File: src/hw/ersm_pkg.sv
// Package: register map, field positions, line-side carrier and code classes
package ersm_pkg;

    // ------------------------------------------------------------
    // Bus geometry
    // ------------------------------------------------------------
    localparam int ERSM_AW = 12;
    localparam int ERSM_DW = 32;
    localparam int ERSM_IW = 10;

    // ------------------------------------------------------------
    // Register indices (byte address is four times the index)
    // ------------------------------------------------------------
    localparam logic [ERSM_IW-1:0] ERSM_IDX_RRA = 10'h068;
    localparam logic [ERSM_IW-1:0] ERSM_IDX_SA4 = 10'h069;
    localparam logic [ERSM_IW-1:0] ERSM_IDX_SA5 = 10'h06a;
    localparam logic [ERSM_IW-1:0] ERSM_IDX_SA6 = 10'h06b;
    localparam logic [ERSM_IW-1:0] ERSM_IDX_SA7 = 10'h06c;
    localparam logic [ERSM_IW-1:0] ERSM_IDX_SA8 = 10'h06d;
    localparam logic [ERSM_IW-1:0] ERSM_IDX_LAST = 10'h06e;
    localparam logic [ERSM_IW-1:0] ERSM_IDX_CODE = 10'h06f;
    localparam logic [ERSM_IW-1:0] ERSM_IDX_MODE = 10'h080;
    localparam logic [ERSM_IW-1:0] ERSM_IDX_CTL1 = 10'h081;
    localparam logic [ERSM_IW-1:0] ERSM_IDX_MASK = 10'h090;
    localparam logic [ERSM_IW-1:0] ERSM_IDX_STAT = 10'h091;
    localparam logic [ERSM_IW-1:0] ERSM_IDX_IRQM = 10'h092;

    // ------------------------------------------------------------
    // Field positions, widths and reset values
    // ------------------------------------------------------------
    localparam int ERSM_MM_FRAMER_ENABLE = 7;
    localparam int ERSM_MM_INIT = 6;
    localparam int ERSM_MM_SRST = 1;
    localparam int ERSM_MM_STD = 0;
    localparam int ERSM_C1_SYNC_QUALIFY_LENGTH = 7;
    localparam int ERSM_ST_SPARE = 0;
    localparam int ERSM_ST_CODE = 1;
    localparam int ERSM_ST_W = 2;
    localparam int ERSM_SPARE_N = 5;
    localparam int ERSM_CAP_W = 8;
    localparam int ERSM_CODE_W = 4;
    localparam logic [7:0] ERSM_RST8 = 8'h00;

    // ------------------------------------------------------------
    // Timing and bus answers
    // ------------------------------------------------------------
    localparam logic [4:0] ERSM_SYNC_SHORT = 5'd10;
    localparam logic [4:0] ERSM_SYNC_LONG = 5'd24;
    localparam logic [1:0] ERSM_RESP_OKAY = 2'b00;
    localparam logic [1:0] ERSM_RESP_SLVERR = 2'b10;

    // ------------------------------------------------------------
    // One received non-align frame: spare[4] is Sa4 ... spare[0] is Sa8
    // ------------------------------------------------------------
    typedef struct packed {
        logic valid;
        logic [3:0] frame;
        logic remote_alarm;
        logic [ERSM_SPARE_N-1:0] spare;
    } ersm_nfas_t;

    // Sa6 codeword classes
    typedef enum logic [2:0] {
        ERSM_CLS_NONE,
        ERSM_CLS_8,
        ERSM_CLS_A,
        ERSM_CLS_C,
        ERSM_CLS_E,
        ERSM_CLS_F
    } ersm_code_cls_t;

endpackage

File: src/hw/ersm_frame_capture.sv
// Per-frame capture register: one bit per odd frame of the multiframe
`timescale 1ns/100ps
module ersm_frame_capture
    import ersm_pkg::*;
#(
    parameter int W = 8
) (
    // Clock and reset
    input wire logic clk,
    input wire logic reset,
    // Capture strobe, slot and bit
    input wire logic capture,
    input wire logic [$clog2(W)-1:0] slot,
    input wire logic bit_in,
    // Captured bits
    output logic [W-1:0] bits_q
);

    // ------------------------------------------------------------
    // Capture
    // ------------------------------------------------------------
    // Only the addressed slot moves; the others keep last multiframe
    always_ff @(posedge clk or posedge reset) begin
        if (reset) begin
            bits_q <= '0;
        end else if (capture) begin
            bits_q[slot] <= bit_in;
        end
    end

endmodule

File: src/hw/ersm_codeword.sv
// Sa6 codeword sampler: four received Sa6 bits, no submultiframe alignment
`timescale 1ns/100ps
module ersm_codeword
    import ersm_pkg::*;
(
    // Clock and reset
    input wire logic clk,
    input wire logic reset,
    input wire logic rx_hold,
    // Sa6 bit stream
    input wire logic sample,
    input wire logic sa6_bit,
    // Reported codeword
    output logic [ERSM_CODE_W-1:0] code_q,
    output logic updated_q,
    output ersm_code_cls_t class_q
);

    logic [ERSM_CODE_W-1:0] shift_q; // Bits gathered so far
    logic [1:0] count_q; // Bits in the current group
    logic [ERSM_CODE_W-1:0] next_code; // Group being completed
    logic [2:0] ones; // Ones in that group
    ersm_code_cls_t cls_d; // Class of that group

    assign next_code = {shift_q[ERSM_CODE_W-2:0], sa6_bit};

    // ------------------------------------------------------------
    // Classification by weight; any rotation maps to its code
    // ------------------------------------------------------------
    always_comb begin
        ones = 3'(next_code[0]) + 3'(next_code[1]) + 3'(next_code[2]) + 3'(next_code[3]);
        case (ones)
            3'd1: cls_d = ERSM_CLS_8;
            3'd2: cls_d = (next_code[0] == next_code[2]) ? ERSM_CLS_A : ERSM_CLS_C;
            3'd3: cls_d = ERSM_CLS_E;
            3'd4: cls_d = ERSM_CLS_F;
            default: cls_d = ERSM_CLS_NONE;
        endcase
    end

    // ------------------------------------------------------------
    // Gathering; soft reset restarts the group but keeps the report
    // ------------------------------------------------------------
    always_ff @(posedge clk or posedge reset) begin
        if (reset) begin
            shift_q <= '0;
            count_q <= '0;
            code_q <= '0;
            updated_q <= 1'b0;
            class_q <= ERSM_CLS_NONE;
        end else begin
            updated_q <= 1'b0;
            if (rx_hold) begin
                count_q <= '0;
            end else if (sample) begin
                shift_q <= next_code;
                count_q <= count_q + 2'd1;
                if (count_q == 2'd3) begin
                    code_q <= next_code;
                    class_q <= cls_d;
                    updated_q <= 1'b1;
                end
            end
        end
    end

endmodule

File: src/hw/ersm_rx_spare.sv
// Receive spare-bit capture and receive master mode register bank
`timescale 1ns/100ps
// Summary of operation
// - Remote alarm bits of odd frames captured
// - Sa4 to Sa8 odd-frame bits captured separately
// - Last Sa4..Sa8 bits in bits 4:0
// - Monitored Sa change sets latched status bit
// - Four-bit Sa6 codeword reported, unaligned
// - Codes 8, A, F by rotation
// - Codes E and C by rotation
// - Framer enable low holds framer disabled
// - Init done checks framer enable, then runs
// - Soft reset holds receiver, keeps registers
// - Bit zero selects T1 or E1 receiver
// - T1 sync qualification 10 or 24 bits
module ersm_rx_spare
    import ersm_pkg::*;
(
    // Clock and reset
    input wire logic clk,
    input wire logic reset,
    // AXI4-Lite write address
    input wire logic [ERSM_AW-1:0] s_axi_awaddr,
    input wire logic s_axi_awvalid,
    output logic s_axi_awready,
    // AXI4-Lite write data
    input wire logic [ERSM_DW-1:0] s_axi_wdata,
    input wire logic [ERSM_DW/8-1:0] s_axi_wstrb,
    input wire logic s_axi_wvalid,
    output logic s_axi_wready,
    // AXI4-Lite write response
    output logic [1:0] s_axi_bresp,
    output logic s_axi_bvalid,
    input wire logic s_axi_bready,
    // AXI4-Lite read address
    input wire logic [ERSM_AW-1:0] s_axi_araddr,
    input wire logic s_axi_arvalid,
    output logic s_axi_arready,
    // AXI4-Lite read data
    output logic [ERSM_DW-1:0] s_axi_rdata,
    output logic [1:0] s_axi_rresp,
    output logic s_axi_rvalid,
    input wire logic s_axi_rready,
    // Receive line: one non-align frame per valid
    input wire ersm_nfas_t rx_nfas,
    // Receiver control and status
    output logic framer_active,
    output logic receiver_held,
    output logic line_standard_select,
    output logic [4:0] sync_qualify_length,
    output ersm_code_cls_t sa6_code_class,
    // Interrupt
    output logic irq
);

    // ------------------------------------------------------------
    // Receiver states
    // ------------------------------------------------------------
    typedef enum logic [1:0] {
        ERSM_RX_WAIT_INIT,
        ERSM_RX_DISABLED,
        ERSM_RX_RESET,
        ERSM_RX_RUN
    } ersm_rx_state_t;

    ersm_rx_state_t state_q; // Receiver state
    ersm_rx_state_t state_d; // Its next value

    // Software registers
    logic [7:0] rx_master_mode_q; // Master mode controls
    logic [7:0] rx_control_one_q; // Receive control one
    logic [ERSM_SPARE_N-1:0] spare_change_monitor_mask_q; // Sa positions watched
    logic [ERSM_ST_W-1:0] latched_status_seven_q; // Sticky events
    logic [ERSM_ST_W-1:0] irq_mask_q; // Events allowed onto irq
    logic [ERSM_SPARE_N-1:0] rx_last_spare_bits_q; // Last received Sa bits

    // Capture outputs: index 0 remote alarm, 1..5 Sa4..Sa8
    logic [ERSM_CAP_W-1:0] cap_bits [0:ERSM_SPARE_N];
    logic [ERSM_SPARE_N:0] cap_in; // Bit for each capture register
    logic [ERSM_CODE_W-1:0] code_bits; // Sa6 codeword
    logic code_updated; // Codeword completed this cycle

    // Line-side qualifiers
    logic capture_en; // Frame is taken
    logic spare_change; // Watched Sa bit changed
    logic rx_hold; // Receiver held in soft reset

    // Bus slave registers
    logic aw_held_q; // Write address captured
    logic w_held_q; // Write data captured
    logic [ERSM_AW-1:0] awaddr_q; // Held write address
    logic [ERSM_DW-1:0] wdata_q; // Held write data
    logic [ERSM_DW/8-1:0] wstrb_q; // Held byte enables
    logic bvalid_q; // Write answer pending
    logic [1:0] bresp_q; // Write answer code
    logic rvalid_q; // Read answer pending
    logic [1:0] rresp_q; // Read answer code
    logic [ERSM_DW-1:0] rdata_q; // Read answer data

    // Decode
    logic do_write; // Both halves of a write present
    logic [ERSM_IW-1:0] wr_idx; // Write register index
    logic wr_lane0; // Low byte lane enabled
    logic wr_hit; // Write address is mapped
    logic [ERSM_DW-1:0] rd_word; // Read mux output
    logic rd_hit; // Read address is mapped
    logic [ERSM_ST_W-1:0] status_set; // Events this cycle
    logic [ERSM_ST_W-1:0] status_clr; // Write-one-to-clear

    // ------------------------------------------------------------
    // Receiver mode
    // ------------------------------------------------------------
    // Mode bits other than the standard bit (bit zero, read directly) only take effect through the state machine, so a host
    // that writes them after init done sees them on the next check
    always_comb begin
        state_d = state_q;
        case (state_q)
            ERSM_RX_WAIT_INIT: begin
                if (rx_master_mode_q[ERSM_MM_INIT]) begin
                    // Decide from framer enable once init done is seen
                    state_d = rx_master_mode_q[ERSM_MM_FRAMER_ENABLE] ? ERSM_RX_RUN : ERSM_RX_DISABLED;
                end
            end
            ERSM_RX_DISABLED: begin
                if (rx_master_mode_q[ERSM_MM_FRAMER_ENABLE]) begin
                    state_d = ERSM_RX_RUN;
                end
            end
            ERSM_RX_RUN: begin
                if (!rx_master_mode_q[ERSM_MM_FRAMER_ENABLE]) begin
                    state_d = ERSM_RX_DISABLED;
                end
            end
            ERSM_RX_RESET: begin
                // Re-check init done and enable after the pulse
                state_d = ERSM_RX_WAIT_INIT;
            end
            default: begin
                state_d = ERSM_RX_WAIT_INIT;
            end
        endcase
        // Soft reset and withdrawn init done override every state
        if (rx_master_mode_q[ERSM_MM_SRST]) begin
            state_d = ERSM_RX_RESET;
        end else if (!rx_master_mode_q[ERSM_MM_INIT]) begin
            state_d = ERSM_RX_WAIT_INIT;
        end
    end

    // State register
    always_ff @(posedge clk or posedge reset) begin
        if (reset) begin
            state_q <= ERSM_RX_WAIT_INIT;
        end else begin
            state_q <= state_d;
        end
    end

    assign rx_hold = (state_q == ERSM_RX_RESET);
    assign framer_active = (state_q == ERSM_RX_RUN);
    assign receiver_held = rx_hold;
    assign line_standard_select = rx_master_mode_q[ERSM_MM_STD];

    // Qualification length applies to T1 operation only
    always_comb begin
        if (rx_control_one_q[ERSM_C1_SYNC_QUALIFY_LENGTH]) begin
            sync_qualify_length = ERSM_SYNC_LONG;
        end else begin
            sync_qualify_length = ERSM_SYNC_SHORT;
        end
    end

    // ------------------------------------------------------------
    // Frame capture
    // ------------------------------------------------------------
    // Spare bits exist in E1 only; odd frames carry the non-align word
    assign capture_en = framer_active && line_standard_select && rx_nfas.valid && rx_nfas.frame[0];
    // Top bit is the remote alarm so capture 0 is the alarm, 1..5 are Sa4..Sa8
    assign cap_in = {rx_nfas.remote_alarm, rx_nfas.spare};

    // One capture register per bit position, frame 1 lands in bit 0
    genvar gi;
    for (gi = 0; gi <= ERSM_SPARE_N; gi++) begin : g_cap
        ersm_frame_capture #(
            .W(ERSM_CAP_W)
        ) u_cap (
            .clk(clk),
            .reset(reset),
            .capture(capture_en),
            .slot(rx_nfas.frame[3:1]),
            .bit_in(cap_in[ERSM_SPARE_N - gi]),
            .bits_q(cap_bits[gi])
        );
    end

    // Sa6 codeword gathering
    ersm_codeword u_code (
        .clk(clk),
        .reset(reset),
        .rx_hold(rx_hold),
        .sample(capture_en),
        .sa6_bit(rx_nfas.spare[2]),
        .code_q(code_bits),
        .updated_q(code_updated),
        .class_q(sa6_code_class)
    );

    // ------------------------------------------------------------
    // Last received bits and change detection
    // ------------------------------------------------------------
    assign spare_change = capture_en
        && (|((rx_nfas.spare ^ rx_last_spare_bits_q) & spare_change_monitor_mask_q));

    // Held through soft reset: only reset clears it
    always_ff @(posedge clk or posedge reset) begin
        if (reset) begin
            rx_last_spare_bits_q <= '0;
        end else if (capture_en) begin
            rx_last_spare_bits_q <= rx_nfas.spare;
        end
    end

    // ------------------------------------------------------------
    // Interrupt status
    // ------------------------------------------------------------
    always_comb begin
        status_set = '0;
        status_set[ERSM_ST_SPARE] = spare_change;
        status_set[ERSM_ST_CODE] = code_updated;
        status_clr = '0;
        if (do_write && wr_lane0 && wr_idx == ERSM_IDX_STAT) begin
            status_clr = wdata_q[ERSM_ST_W-1:0];
        end
    end

    // Set wins over a clear in the same cycle so no event is lost
    always_ff @(posedge clk or posedge reset) begin
        if (reset) begin
            latched_status_seven_q <= '0;
        end else begin
            latched_status_seven_q <= (latched_status_seven_q & ~status_clr) | status_set;
        end
    end

    assign irq = |(latched_status_seven_q & irq_mask_q);

    // ------------------------------------------------------------
    // Write channels
    // ------------------------------------------------------------
    // Address and data are taken in either order; no new one is taken
    // until the answer has gone, so one write is under way at a time
    assign s_axi_awready = !aw_held_q && !bvalid_q;
    assign s_axi_wready = !w_held_q && !bvalid_q;
    assign do_write = aw_held_q && w_held_q;
    assign wr_idx = awaddr_q[ERSM_AW-1:2];
    assign wr_lane0 = wstrb_q[0];

    // Mapped writable and read-only registers answer OKAY
    always_comb begin
        case (wr_idx)
            ERSM_IDX_RRA, ERSM_IDX_SA4, ERSM_IDX_SA5, ERSM_IDX_SA6,
            ERSM_IDX_SA7, ERSM_IDX_SA8, ERSM_IDX_LAST, ERSM_IDX_CODE,
            ERSM_IDX_MODE, ERSM_IDX_CTL1, ERSM_IDX_MASK, ERSM_IDX_STAT,
            ERSM_IDX_IRQM: wr_hit = (awaddr_q[1:0] == 2'b00);
            default: wr_hit = 1'b0;
        endcase
    end

    // Capture of address, data and the answer
    always_ff @(posedge clk or posedge reset) begin
        if (reset) begin
            aw_held_q <= 1'b0;
            w_held_q <= 1'b0;
            awaddr_q <= '0;
            wdata_q <= '0;
            wstrb_q <= '0;
            bvalid_q <= 1'b0;
            bresp_q <= ERSM_RESP_OKAY;
        end else begin
            if (s_axi_awvalid && s_axi_awready) begin
                aw_held_q <= 1'b1;
                awaddr_q <= s_axi_awaddr;
            end
            if (s_axi_wvalid && s_axi_wready) begin
                w_held_q <= 1'b1;
                wdata_q <= s_axi_wdata;
                wstrb_q <= s_axi_wstrb;
            end
            if (do_write) begin
                aw_held_q <= 1'b0;
                w_held_q <= 1'b0;
                bvalid_q <= 1'b1;
                bresp_q <= wr_hit ? ERSM_RESP_OKAY : ERSM_RESP_SLVERR;
            end else if (bvalid_q && s_axi_bready) begin
                bvalid_q <= 1'b0;
            end
        end
    end

    assign s_axi_bvalid = bvalid_q;
    assign s_axi_bresp = bresp_q;

    // ------------------------------------------------------------
    // Software-written registers
    // ------------------------------------------------------------
    // Capture registers take no writes; the host is trusted to finish
    // configuration before it raises init done
    always_ff @(posedge clk or posedge reset) begin
        if (reset) begin
            rx_master_mode_q <= ERSM_RST8;
            rx_control_one_q <= ERSM_RST8;
            spare_change_monitor_mask_q <= '0;
            irq_mask_q <= '0;
        end else if (do_write && wr_lane0) begin
            case (wr_idx)
                ERSM_IDX_MODE: rx_master_mode_q <= wdata_q[7:0];
                ERSM_IDX_CTL1: rx_control_one_q <= wdata_q[7:0];
                ERSM_IDX_MASK: spare_change_monitor_mask_q <= wdata_q[ERSM_SPARE_N-1:0];
                ERSM_IDX_IRQM: irq_mask_q <= wdata_q[ERSM_ST_W-1:0];
                default: begin
                    // Read-only or status: nothing stored here
                end
            endcase
        end
    end

    // ------------------------------------------------------------
    // Read channel
    // ------------------------------------------------------------
    assign s_axi_arready = !rvalid_q;

    // Read mux; narrow registers sit in the low bits, the rest read zero
    always_comb begin
        rd_word = '0;
        rd_hit = (s_axi_araddr[1:0] == 2'b00);
        case (s_axi_araddr[ERSM_AW-1:2])
            ERSM_IDX_RRA: rd_word[ERSM_CAP_W-1:0] = cap_bits[0];
            ERSM_IDX_SA4: rd_word[ERSM_CAP_W-1:0] = cap_bits[1];
            ERSM_IDX_SA5: rd_word[ERSM_CAP_W-1:0] = cap_bits[2];
            ERSM_IDX_SA6: rd_word[ERSM_CAP_W-1:0] = cap_bits[3];
            ERSM_IDX_SA7: rd_word[ERSM_CAP_W-1:0] = cap_bits[4];
            ERSM_IDX_SA8: rd_word[ERSM_CAP_W-1:0] = cap_bits[5];
            ERSM_IDX_LAST: rd_word[ERSM_SPARE_N-1:0] = rx_last_spare_bits_q;
            ERSM_IDX_CODE: rd_word[ERSM_CODE_W-1:0] = code_bits;
            ERSM_IDX_MODE: rd_word[7:0] = rx_master_mode_q;
            ERSM_IDX_CTL1: rd_word[7:0] = rx_control_one_q;
            ERSM_IDX_MASK: rd_word[ERSM_SPARE_N-1:0] = spare_change_monitor_mask_q;
            ERSM_IDX_STAT: rd_word[ERSM_ST_W-1:0] = latched_status_seven_q;
            ERSM_IDX_IRQM: rd_word[ERSM_ST_W-1:0] = irq_mask_q;
            default: rd_hit = 1'b0;
        endcase
        if (!rd_hit) begin
            rd_word = '0;
        end
    end

    // Read answer: data registered one cycle after the address is taken
    always_ff @(posedge clk or posedge reset) begin
        if (reset) begin
            rvalid_q <= 1'b0;
            rresp_q <= ERSM_RESP_OKAY;
            rdata_q <= '0;
        end else if (s_axi_arvalid && s_axi_arready) begin
            rvalid_q <= 1'b1;
            rresp_q <= rd_hit ? ERSM_RESP_OKAY : ERSM_RESP_SLVERR;
            rdata_q <= rd_word;
        end else if (rvalid_q && s_axi_rready) begin
            rvalid_q <= 1'b0;
        end
    end

    assign s_axi_rvalid = rvalid_q;
    assign s_axi_rresp = rresp_q;
    assign s_axi_rdata = rdata_q;

endmodule

File: config.mk
export PLATFORM = sky130hd
export DESIGN_NAME = ersm_rx_spare
export DESIGN_NICKNAME = d
export VERILOG_FILES = /design/src/hw/ersm_pkg.sv /design/src/hw/ersm_frame_capture.sv /design/src/hw/ersm_codeword.sv /design/src/hw/ersm_rx_spare.sv
export SDC_FILE = /design/constraint.sdc
export NUM_CORES = 1
export LEC_CHECK = 0
export BUFFER_PORTS_ARGS = -buffer_cell sky130_fd_sc_hd__buf_2
export CAP_MARGIN = 0
export CELL_PAD_IN_SITES_DETAIL_PLACEMENT = 0
export CELL_PAD_IN_SITES_GLOBAL_PLACEMENT = 1
export CORE_ASPECT_RATIO = 1.25
export CORE_UTILIZATION = 39
export DETAILED_ROUTE_END_ITERATION = 10
export PLACE_DENSITY_LB_ADDON = 0.15
export SYNTH_ARGS = -nofsm -noshare
export SYNTH_HDL_FRONTEND = slang
export SYNTH_SLANG_ARGS = --single-unit
File: constraint.sdc
create_clock -name clk -period 4.05 [get_ports clk]
set_input_delay 0.81 -clock clk [delete_from_list [all_inputs] [get_ports clk]]
set_output_delay 0.81 -clock clk [all_outputs]
set_load 0.05 [all_outputs]
; ---- Yosys cells after proc, flatten, opt, wreduce, memory -nomap -nowiden
; Index checks and enable logic that the tools add are counted.
; Widths: inputs -> output; s select.
[totals]
reg_bits = 154
[classes]
addsub = 4
n_lt_le_gt_ge = 2
n_eq_ne = 37
mux = 40
n_bitwise = 7
reduce_logical = 38
[op_table]
columns = cell, n
row1 = $eq 10x7->1 const B, 16
row2 = $eq 10x8->1 const B, 10
row3 = $bwmux 8, 6
row4 = $pmux 2 s13, 1
row5 = $reduce_or 13->1, 2
row6 = $pmux 3 s8, 1
row7 = $pmux 2 s11, 1
row8 = $mux 2, 10
row9 = $logic_and 1x1->1, 15
row10 = $mux 1, 15
row11 = $pmux 3 s4, 1
row12 = $reduce_and 2->1, 6
row13 = $pmux 1 s10, 1
row14 = $reduce_bool 2->1, 5
row15 = $mux 8, 1
row16 = $ne 4x4->1 const B, 2
row17 = $pmux 2 s4, 1
row18 = $eq 2x2->1 const B, 3
row19 = $eq 3x2->1 const B, 2
row20 = $logic_not 2->1, 3
row21 = $and 5x5->5, 1
row22 = $mux 5, 1
row23 = $reduce_or 5->1, 1
row24 = $xor 5x5->5, 1
row25 = other kinds (18), 22

; ---- Logic depth before layout (Yosys ltp)
; Gate-level depths: netlist (run 1).
[depth]
depth_word = 7
ltp_mapped = 8
ltp_nobuf = 8

; ---- Cells and area by module
; From an unflattened synthesis (run 1), not the netlist that was laid out.
[hier_totals]
hier_cells = 560
area_unflattened_um2 = 6917.9
[by_module_without_submodules]
columns = module, instances, cells_each, area_per_inst_um2, seq_area_each_um2
row1 = ersm_rx_spare, 1, 364, 3952.5, 1676.6
row2 = ersm_frame_capture, 6, 25, 390.4, 200.2
row3 = ersm_codeword, 1, 46, 623.1, 325.3

; ---- Worst setup path before layout (run 1)
; OpenSTA, ideal clock, no wires.
[synth_path]
path_type = input-to-reg
start = in rx_nfas[2] in the netlist's numbering
end = reg u_code.class_q[0]
setup_time_ns = 0.083
arrival_ns = 2.430
t_required_ns = 3.967
slack_ns = 1.538
cell_stages = 8
path_cell_list = fa_1 ha_1 ha_1 inv_1 or3_1 a21oi_1 a21oi_1 o21ai_0
[synth_between]
elab_chain_len = 5
word_cells_on_any_way = 10
[synth_rtl]
columns = element, line
row1 = from (decl), ersm_rx_spare.sv:45  ; input wire ersm_nfas_t rx_nfas,
row2 = $add 1x1->2, ersm_codeword.sv:31  ; ones = 3'(next_code[0]) + 3'(next_code[1]) + 3'(next_code[2]) + 3'(next_code[3]);
row3 = $add 2x1->3, ersm_codeword.sv:31
row4 = $add 3x1->3, ersm_codeword.sv:31
row5 = $eq 3x3->1 (tied with other cells), ersm_codeword.sv:32  ; case (ones)
row6 = $pmux 3 s4 *, ersm_codeword.sv:32
row7 = to (signal assigned), ersm_codeword.sv:60  ; class_q <= cls_d;
row8 = to (decl), ersm_codeword.sv:16  ; output ersm_code_cls_t class_q
; Every way passes the cells marked *; elsewhere a longest branch is shown, timed or not.
; A chain may end at the register's enable or synchronous reset.

; ---- Worst setup path in the final report (run 1)
; Ends and elaborated chain as after synthesis.

==> results.py, run 1 <==
metrics = {
    "clock_network": {
        "cts_tree": "done",
        "insertion_delay_ns": 0.42,
        "cts_resized": 0,
        "clockRootBuffer": "clkbuf_16",
        "cts_inserted_buffers": 17,
        "clock-sinks": 128,
        "cts_buffer_depth": 2,
        "ctsHtreeMaxLevel": 4,
        "hold_buffers": 0,
        "clk_pin_slew_ns": 0.05,
        "post_cts_buffers": 0,
    },
    "final_layout": {
        "multi_input_comb_area_um2": 2870,
        "fin_nets": 674,
        "n_fill_cell": 1494,
        "fin_cells": 815,
        "seq_area_um2": 3200,
        "post-route-util_pct": 46.3,
        "drive_gt1_share_pct": 37.3,
        "area_delta_synth_final_pct": 14.7,
        "diodes": 0,
    },
    "sta": {
        "setup_viol": 0,
        "period_share_pct": 61.2,
        "timing.final.ws_setup_ns": 1.57,
        "hold_violations": 0,
        "rsz0062_at_grt": "false",
        "fmax_mhz": 403,
        "min_period_ns": 2.48,
        "slew_viol_final": 0,
        "setup_tns_ns": 0,
        "skew_ns": 0.0187,
        "worst-slew-pin-transition_ns": 0.806,
        "relSlewSlack_pct": 46.3,
    },
    "synth": {
        "yosysWarnings": 0,
        "mappedNetlistArea_um2": 6390,
        "synth-simple-area-share_pct": 12.3,
        "yosysSeqAreaShare_pct": 50.1,
        "synthMuxAreaShare_pct": 22.4,
        "synthDistinctLibCells": 63,
        "synth.avg_cell_area_um2": 12.1,
        "synth_seq_cells": 128,
        "synth_ff_type": "dfrtp_1",
        "synth_compound_area_share_pct": 6.93,
        "synthCells": 530,
        "synth_top_family_by_area": "multiplexers",
        "synth_xor_area_share_pct": 0.823,
        "async_flop_share_pct": 100,
        "yosys.area_share.adder_pct": 0.901,
        "synth-edff-count": 0,
    },
    "critical_path": {
        "worstPathCellList": "buf_2 -> fa_1 -> ha_1 -> ha_1 -> inv_1 -> or3_1 -> a21oi_1 -> a21oi_1 -> o21ai_0",
        "worstSetupPathType": "primary input to register",
        "critPathArrivalTime_ns": 2.81,
        "cpPeakStageDelay_ns": 0.46,
        "startpoint_type": "primary input",
        "cp_slowest_cell": "fa_1",
        "crit_path_max_fanout": 13,
        "cp.required_ns": 4.38,
        "cpLargestDelayFamily": "adder cells",
        "end_kind": "register",
        "cp_num_buf_inv": 2,
    },
    "hold_path": {
        "hold_path.class": "register to register",
    },
    "place": {
        "gp_congestion": 0.813,
        "dp_slack_ns": 1.13,
        "hpwl_um": 10200,
        "port_buffers": 74,
        "placed_cells": 785,
    },
    "global_route": {
        "grt_pass1_wl_um": 23600,
        "grt_pass1_vias": 4347,
        "grt_use_total_pct": 18.6,
        "grt_max_degree": 105,
        "grt_overflow": 0,
        "grt_antenna_before_repair": 0,
    },
    "power_and_ir_drop": {
        "pwr-share-clk_pct": 40.5,
        "p_leak_uw": 0.00351,
        "power_density_nw_per_um2": 480,
        "p_total_uw": 3520,
        "seqPwrFrac_pct": 44.7,
        "p_switching_uw": 1010,
        "p_comb_share_pct": 14.8,
        "ir_drop_v": 0.000318,
        "swShare_pct": 28.6,
        "internal-power_uw": 2510,
    },
    "routing": {
        "drc_errors": 0,
        "drt-pass1-iter-count": 4,
        "routedWlPerCell_um": 17.9,
        "ant_nets": 0,
        "wirelength_um": 14600,
        "dr_total_vias": 4194,
        "drt_iter0_markers": 184,
        "vias_per_cell": 5.15,
    },
    "die": {
        "start_util_pct": 40.4,
        "die_w_um": 116,
        "die_h_um": 145,
        "die-area_um2": 16900,
        "core_um2": 15800,
        "floorplan.rows": 51,
        "boundaryPins": 131,
    },
    "flow_run": {
        "cap_violations": 0,
    },
    "run_status": {
        "outcome": "complete, no violations",
    },
}
==> cell type report <==
type	count	area share, %
Timing Repair Buffer	75	5.33
Clock buffer	25	6.76
Tap cell	212	3.62
Inverter	11	0.615
Clock inverter	5	0.751
Multi-Input combinational cell	359	39.2
Sequential cell	128	43.7
==> path summary, 6_finish.rpt <==
path / start / slack [ns] / cells past startpoint / end
worst max register to register: u_code.shift_q[0] / 1.81 / 8 / u_code.class_q[0]
worst min register to register: u_code.updated_q / 0.43 / 1 / latched_status_seven_q[1]
worst min-delay path: u_code.updated_q / 0.43 / 1 / latched_status_seven_q[1]
min in group asynchronous: reset / 0.45 / 2 / wdata_q[3]
max in group asynchronous: reset / 2.64 / 3 / g_cap[5].u_cap.bits_q[6]
worst max-delay path: rx_nfas[2] / 1.57 / 9 / u_code.class_q[0]
==> layout by cell type (no fill, tap or decap), types with 3 or more instances in the layout <==
| master | n |
|---|---|
| a21o_1 | 3 |
| mux4_2 | 4 |
| o21ai_0 | 23 |
| nor4_4 | 4 |
| nand2b_1 | 4 |
| dfrtp_1 | 128 |
| nand3_1 | 11 |
| nand4_1 | 5 |
| and2_1 | 3 |
| nor2b_1 | 3 |
| nor2_1 | 12 |
| a22oi_1 | 3 |
| xor2_1 | 5 |
| inv_1 | 10 |
| nand2_1 | 48 |
| or3_1 | 3 |
| nor3_1 | 10 |
| mux2i_1 | 19 |
| nor4b_2 | 4 |
| conb_1 | 29 |
| clkbuf_1 | 4 |
| a21oi_1 | 13 |
| clkbuf_8 | 4 |
| buf_2 | 74 |
| clkinvlp_4 | 3 |
| nor4_1 | 3 |
| ha_1 | 3 |
| clkbuf_16 | 17 |
| mux2_2 | 102 |
==> power groups by stage <==
stage	clock network [uW]	registers, uW	logic [uW]
2_1_floorplan	0	1560	443
3_3_place_gp	0	1590	517
6_report	1420	1570	521
5_1_grt	1510	1600	568
4_1_cts	1460	1580	528
3_5_place_dp	0	1600	526
==> cell families (layout without fill, tap and decap cells) <==
kind of cell / Yosys count / count (layout)
flip-flops: 128 / 128
AND/OR/NAND/NOR: 127 / 127
multiplexers: 125 / 125
buffers and inverters: 70 / 116
AO/OA/AOI/OAI: 68 / 68
XOR/XNOR: 6 / 6
adder cells (fa/ha/maj): 4 / 4
other: 2 / 29
==> flip-flops by register name, indices dropped and copies added, names as in the netlist, 3 cells and up <==
signal,cells
g_cap.u_cap.bits_q,48
awaddr_q,12
rx_control_one_q,8
rx_master_mode_q,8
s_axi_rdata,8
wdata_q,8
rx_last_spare_bits_q,5
spare_change_monitor_mask_q,5
u_code.code_q,4
u_code.class_q,3
u_code.shift_q,3
==> metrics by stage <==
step,hold WS [ns],cell area [um2]
floorplan,0.404,6490
global placement,0.418,6780
detailed placement,0.416,6780
CTS,0.430,7330
global route,0.463,7330
finish,0.427,7330
==> cells in the mapped netlist, types with 2 or more instances <==
cell | count | area (um2)
a32o_1 | 2 | 20.0
nor3_1 | 10 | 50.1
nand4b_1 | 2 | 17.5
mux4_2 | 4 | 90.1
nor4_1 | 3 | 18.8
nand4_4 | 2 | 42.5
and2_1 | 3 | 18.8
a21oi_1 | 13 | 65.1
nand3b_1 | 2 | 15.0
nor2_1 | 12 | 45.0
dfrtp_1 | 128 | 3200
inv_1 | 11 | 41.3
a211oi_1 | 2 | 15.0
buf_2 | 8 | 40.0
o21ai_0 | 23 | 115
nor4b_2 | 4 | 60.1
buf_4 | 33 | 248
a41oi_1 | 2 | 17.5
or3_1 | 3 | 18.8
and4bb_2 | 2 | 25.0
nor2b_1 | 3 | 18.8
nand4_1 | 5 | 31.3
mux2i_1 | 19 | 190
conb_1 | 2 | 7.51
mux2_2 | 102 | 1150
a21boi_0 | 2 | 15.0
clkbuf_1 | 15 | 56.3
a22oi_1 | 3 | 22.5
a32oi_1 | 2 | 17.5
nand2_1 | 48 | 180
buf_6 | 2 | 22.5
xor2_1 | 5 | 43.8
nor4_4 | 4 | 85.1
a22o_1 | 2 | 17.5
ha_1 | 3 | 37.5
a221oi_1 | 2 | 17.5
a21o_1 | 3 | 22.5
nand3_1 | 11 | 55.1
nand2b_1 | 4 | 25.0
==> routing by layer <==
layer / GRT usage, % / wire [um] / up-vias / part of all wire [%]
li1: - / - / 1968 / -
met1: 23.0 / 6250 / 2122 / 43
met2: 31.3 / 7620 / 89 / 52
met3: 4.47 / 512 / 15 / 3.5
met4: 6.28 / 240 / 0 / 1.6
met5: 0 / 0 / - / 0
==> worst register-to-register path, stage by stage, from the launching register on <==
cell and delay (ns):
dfrtp_1 0.42, fa_1 0.48, ha_1 0.20, ha_1 0.29, inv_1 0.07, or3_1 0.37, a21oi_1 0.14, a21oi_1 0.05
o21ai_0 0.13
(Power assumes the default switching activity.)
==> run 2: changes to the inputs <==
clock period = 2.1 ns   (was 4.05 ns; I/O delays follow)
==> run 2 against run 1 <==
Effect of this change:
- setup slack got worse by 1.6 ns
- global-route usage increased by 1.2 points
- total power increased by 110%
- via count increased by 3.2%
- critical endpoint unchanged
- first-iteration DRC count decreased by 41%
- highest routed layer unchanged
- clock power increased by 130%
- non-clock buffer count increased by 37
- register-to-register slack got worse by 1.8 ns
==> results.py, run 2 (synthesized netlist as in run 1, its figures left out) <==
metrics = {
    "clock_network": {
        "cts_inserted_buffers": 17,
        "ctsHtreeMaxLevel": 4,
        "cts_tree": "done",
        "hold_buffers": 0,
        "clock-sinks": 128,
        "cts_buffer_depth": 2,
        "clk_pin_slew_ns": 0.05,
        "insertion_delay_ns": 0.42,
        "clockRootBuffer": "clkbuf_16",
    },
    "power_and_ir_drop": {
        "p_total_uw": 7330,
        "ir_drop_v": 0.000548,
        "p_switching_uw": 2020,
        "p_leak_uw": 0.00375,
        "internal-power_uw": 5310,
        "power_density_nw_per_um2": 943,
        "seqPwrFrac_pct": 41.6,
        "pwr-share-clk_pct": 44.0,
        "swShare_pct": 27.6,
        "p_comb_share_pct": 14.4,
    },
    "run_status": {
        "outcome": "complete, no violations",
    },
    "final_layout": {
        "largest_register_ffs": 48,
        "top_register": "g_cap.u_cap.bits_q",
        "fin_cells": 854,
        "drive_gt1_share_pct": 42.4,
        "seq_area_um2": 3200,
        "final_common_cell": "dfrtp_1",
        "multi_input_comb_area_um2": 2900,
        "final_area_um2": 7770,
        "post-route-util_pct": 49.1,
        "largest_registers": "g_cap.u_cap.bits_q: 48 flops, awaddr_q: 12 flops",
        "diodes": 0,
        "final_cell_mix": "dfrtp_1, mux2_2, buf_2",
        "area_delta_synth_final_pct": 21.7,
        "fin_nets": 711,
        "n_fill_cell": 1482,
    },
    "die": {
        "boundaryPins": 131,
        "floorplan.rows": 51,
        "die_w_um": 116,
        "die_h_um": 145,
        "core_um2": 15800,
        "start_util_pct": 40.4,
        "die-area_um2": 16900,
    },
    "routing": {
        "routedWlPerCell_um": 17.8,
        "drt-pass1-iter-count": 4,
        "vias_per_cell": 5.07,
        "met1_length_um": 6590,
        "dr_total_vias": 4330,
        "drc_errors": 0,
        "routed-wl-met3_um": 535,
        "drt_iter0_markers": 108,
        "ant_nets": 0,
        "wirelength_um": 15200,
        "highest_layer": "met4",
        "wl_met2_um": 7790,
    },
    "critical_path": {
        "critPathArrivalTime_ns": 2.43,
        "startpoint_type": "register",
        "cp.required_ns": 2.44,
        "r2r_slack_ns": 0.01,
        "r2r-end": "u_code.class_q[0]",
        "reg2reg_from": "u_code.shift_q[0]",
        "end_kind": "register",
        "crit_path_max_fanout": 2,
        "r2r_cells": 8,
        "worstSetupPathType": "register to register",
    },
    "sta": {
        "rsz0062_at_grt": "true",
        "holdWs_ns": 0.0361,
        "relSlewSlack_pct": 61.9,
        "skew_ns": 0.00609,
        "setup_viol": 0,
        "hold_violations": 0,
        "min_period_ns": 2.09,
        "fmax_mhz": 478,
        "worst-slew-pin-transition_ns": 0.572,
        "period_share_pct": 99.5,
        "slew_viol_final": 0,
    },
    "global_route": {
        "grt_overflow": 0,
        "grt_antenna_before_repair": 0,
        "grt_pass1_vias": 4672,
        "grt_use_total_pct": 19.8,
        "grt_pass1_wl_um": 25000,
        "grt_max_degree": 59,
    },
    "place": {
        "place_area_um2": 7120,
        "gp_congestion": 0.799,
        "port_buffers": 74,
        "hpwl_um": 11100,
        "placed_cells": 821,
    },
    "flow_run": {
        "cap_violations": 0,
    },
    "hold_path": {
        "hold_path.class": "primary input to async pin",
    },
}
-- run 2: cell count changes in the layout (fill, tap and decap cells not counted), moves of 2 or more --
cell,delta
buf_4,+33
bufinv_16,+4
buf_12,+4
nor2_2,+2
clkbuf_1,-2
clkbuf_8,-2
ha_1,-2
nor2_1,-2
clkinv_2,+2
-- run 2: final cells by class --
class / count / share of cell area, %
repair buffers: 112 / 9.24
inverters: 11 / 0.579
flip-flops and latches: 128 / 41.2
clock inverters: 11 / 2.38
clock buffers: 21 / 5.92
multi-input cells: 359 / 37.3
well taps: 212 / 3.41
-- run 2: power by group through the flow --
stage / Clock, uW / Combinational [uW] / Sequential [uW]
after CTS: 3290 / 1070 / 3060
after global placement: 0 / 1040 / 3080
after global routing: 3410 / 1150 / 3110
after detailed placement: 0 / 1070 / 3100
after floorplan: 0 / 860 / 3020
final: 3220 / 1060 / 3050
-- run 2: critical path, stage by stage (launching register included) --
cell and delay, ns:
dfrtp_1 0.39, fa_1 0.47, ha_2 0.21, ha_4 0.26
inv_2 0.03, or3_1 0.35, a21oi_2 0.12, a21oi_1 0.05
o21ai_1 0.12
-- run 2: worst max path at each step --
stage                           start                end  slack, ns
floorplan                s_axi_bvalid        awaddr_q[0]      -0.08
global route        u_code.shift_q[0]  u_code.class_q[0]      -0.05
finish              u_code.shift_q[0]  u_code.class_q[0]       0.01
detailed placement         rx_nfas[2]  u_code.class_q[0]      -0.22
global placement           rx_nfas[2]  u_code.class_q[0]      -0.16
CTS                 u_code.shift_q[0]  u_code.class_q[0]      -0.02
-- run 2: stage by stage --
| step | setup slack [ns] | setup TNS (ns) |
|---|---|---|
| 3_5_place_dp | -0.216 | -0.291 |
| 3_3_place_gp | -0.162 | -0.162 |
| 6_report | 0.0100 | 0 |
| 2_1_floorplan | -0.0840 | -0.829 |
| 4_1_cts | -0.0152 | -0.0152 |
| 5_1_grt | -0.0463 | -0.0463 |
-- run 2: repair_timing --
action                     in CTS  in global routing
gates resized for setup         1                  1
pin swaps                       4                  1
buffers inserted                1                  0
gates cloned                    0                  0
setup endpoints to repair       1                  2
-- run 2: routing by layer --
| metal | track usage [%] | vias to the layer above |
|---|---|---|
| li1 | - | 2048 |
| met1 | 24.2 | 2168 |
| met2 | 33.1 | 95 |
| met3 | 4.89 | 19 |
| met4 | 7.12 | 0 |
| met5 | 0 | - |
==> run 3: changes to the inputs <==
CORE_ASPECT_RATIO = unset   (was 1.25)
GPL_TIMING_DRIVEN = 0   (was unset)
==> run 3 against run 2 <==
Effect of this change:
- clock power hardly changed
- register-to-register slack hardly changed
- routed wire length is 0.76% lower
- total power is 0.61% higher
- global-route usage is 0.60 points lower
- combinational power is 7% higher
- non-clock buffer count is 20 higher
- via count is 1.4% higher
- flip-flop and latch count stayed put
- die area hardly changed
- setup slack worse by 0.0068 ns
- final area is 1.6% higher
- largest cell class unchanged
- largest power group unchanged
==> results.py, run 3 (synthesized netlist as in run 1, its figures left out) <==
metrics = {
    "sta": {
        "rsz0062_at_grt": "true",
        "setup_viol": 0,
        "fmax_mhz": 477,
        "period_share_pct": 99.8,
        "hold_violations": 0,
        "slew_viol_final": 0,
        "skew_ns": 0.00446,
        "relSlewSlack_pct": 53.6,
        "min_period_ns": 2.10,
        "worst-slew-pin-transition_ns": 0.689,
    },
    "critical_path": {
        "r2r_cells": 8,
        "cpLargestDelayFamily": "adder cells",
        "cp.required_ns": 2.44,
        "startpoint_type": "register",
        "cp_num_buf_inv": 1,
        "end_kind": "register",
        "worstPathCellList": "fa_1 -> ha_2 -> ha_4 -> inv_2 -> or3_4 -> a21oi_2 -> a21oi_2 -> o21ai_1",
        "reg2reg_from": "u_code.shift_q[0]",
        "worstSetupPathType": "register to register",
        "r2r-end": "u_code.class_q[0]",
        "cp_slowest_cell": "fa_1",
        "critPathArrivalTime_ns": 2.44,
        "crit_path_max_fanout": 2,
        "r2r_slack_ns": 0.003,
        "cp_common_cell": "a21oi_2",
        "cpPeakStageDelay_ns": 0.48,
    },
    "final_layout": {
        "seq_area_um2": 3200,
        "final_common_cell": "dfrtp_1",
        "final_area_um2": 7900,
        "drive_gt1_share_pct": 42.1,
        "largest_register_ffs": 48,
        "final_cell_mix": "dfrtp_1, mux2_2, buf_2",
        "post-route-util_pct": 49.5,
        "fin_nets": 731,
        "largest_registers": "g_cap.u_cap.bits_q: 48 flops, awaddr_q: 12 flops",
        "area_delta_synth_final_pct": 23.7,
        "diodes": 0,
        "n_fill_cell": 1467,
        "top_register": "g_cap.u_cap.bits_q",
        "multi_input_comb_area_um2": 2930,
    },
    "global_route": {
        "grt_max_degree": 43,
        "grt_pass1_vias": 4416,
        "grt_pass1_wl_um": 23900,
        "grt_use_total_pct": 19.2,
        "grt_antenna_before_repair": 0,
        "grt_overflow": 0,
    },
    "die": {
        "die_w_um": 130,
        "core_um2": 15900,
        "boundaryPins": 131,
        "die_h_um": 130,
        "start_util_pct": 40.1,
        "die-area_um2": 16900,
        "floorplan.rows": 46,
    },
    "routing": {
        "ant_nets": 0,
        "drt-pass1-iter-count": 4,
        "routedWlPerCell_um": 17.1,
        "wirelength_um": 15100,
        "drt_iter0_markers": 205,
        "drc_errors": 0,
        "dr_total_vias": 4390,
        "vias_per_cell": 5.00,
    },
    "hold_path": {
        "hold_end": "s_axi_bvalid",
        "hold_path.class": "primary input to register",
        "hold_depth": 2,
        "worstHoldStart": "s_axi_bready",
    },
    "clock_network": {
        "cts_tree": "done",
        "cts_buffer_depth": 2,
        "cts_inserted_buffers": 17,
        "clock-sinks": 128,
        "clk_pin_slew_ns": 0.06,
        "ctsHtreeMaxLevel": 4,
        "clockRootBuffer": "clkbuf_16",
        "insertion_delay_ns": 0.41,
    },
    "place": {
        "hpwl_um": 10900,
        "place_area_um2": 7170,
        "gp_congestion": 0.828,
        "port_buffers": 65,
    },
    "flow_run": {
        "cap_violations": 0,
    },
    "run_status": {
        "outcome": "complete, no violations",
    },
    "power_and_ir_drop": {
        "ir_drop_v": 0.000576,
        "power_density_nw_per_um2": 933,
        "p_leak_uw": 0.00382,
    },
}
==> run 3: timing repair <==
action / CTS / global route
pin swaps: 5 / 4
buffers inserted: 2 / 2
hold endpoints to repair: 5 / 0
hold buffers: 1 / 0
gates resized for setup: 1 / 6
setup endpoints to repair: 1 / 30
cloned: 0 / 0
==> run 3: how the worst max path moves through the flow <==
stage	startpoint	endpoint	slack [ns]	depth (start not counted)
2_1_floorplan	s_axi_bvalid	awaddr_q[0]	-0.08	5
5_1_grt	u_code.shift_q[0]	u_code.class_q[0]	-0.10	8
6_report	u_code.shift_q[0]	u_code.class_q[0]	0.003	8
3_3_place_gp	reset	g_cap[0].u_cap.bits_q[6]	-0.72	2
4_1_cts	u_code.shift_q[2]	u_code.class_q[0]	-0.01	8
3_5_place_dp	rx_nfas[2]	u_code.class_q[0]	-0.24	9
==> run 3: metrics by stage <==
step	hold slack [ns]	power (uW)	TNS, ns	instances	worst slack, ns
after floorplan	0.404	3880	-0.829	557	-0.0840
after global placement	0.413	4140	-91.25	838	-0.717
after detailed placement	0.385	4190	-0.590	841	-0.236
after CTS	0.162	7430	-0.0129	876	-0.0129
after global routing	0.164	7680	-0.133	878	-0.105
final	0.182	7370	0	878	0.00325
==> run 3: metal layers <==
layer  vias to the layer above  share of wire (%)  global-route usage [%]
met5                         -                  0                       0
met4                         0               0.91                    6.91
met3                        13                3.6                    3.81
met2                       103                 48                    30.5
met1                      2185                 47                    26.0
li1                       2089                  -                       -
==> run 3: final cells by class <==
class / count / area share [%]
Sequential cell: 128 / 40.6
Multi-Input combinational cell: 359 / 37.1
Clock buffer: 18 / 5.56
Timing Repair Buffer: 73 / 5.39
Buffer: 59 / 4.69
Tap cell: 216 / 3.42
Clock inverter: 14 / 2.69
Inverter: 11 / 0.570
==> run 3: worst reg2reg max path, cell delays in order (launching register included) <==
cell and delay, ns:
dfrtp_1 0.40, fa_1 0.48, ha_2 0.20, ha_4 0.26, inv_2 0.03, or3_4 0.35, a21oi_2 0.15, a21oi_2 0.04
o21ai_1 0.11
==> run 3: power breakdown <==
part / leakage, uW / total (uW) / internal (uW) / switching (uW)
Clock: 0.000308 / 3230 / 2130 / 1100
Sequential: 0.00173 / 3010 / 2730 / 283
Combinational: 0.00178 / 1130 / 453 / 678
Total: 0.00382 / 7370 / 5310 / 2060
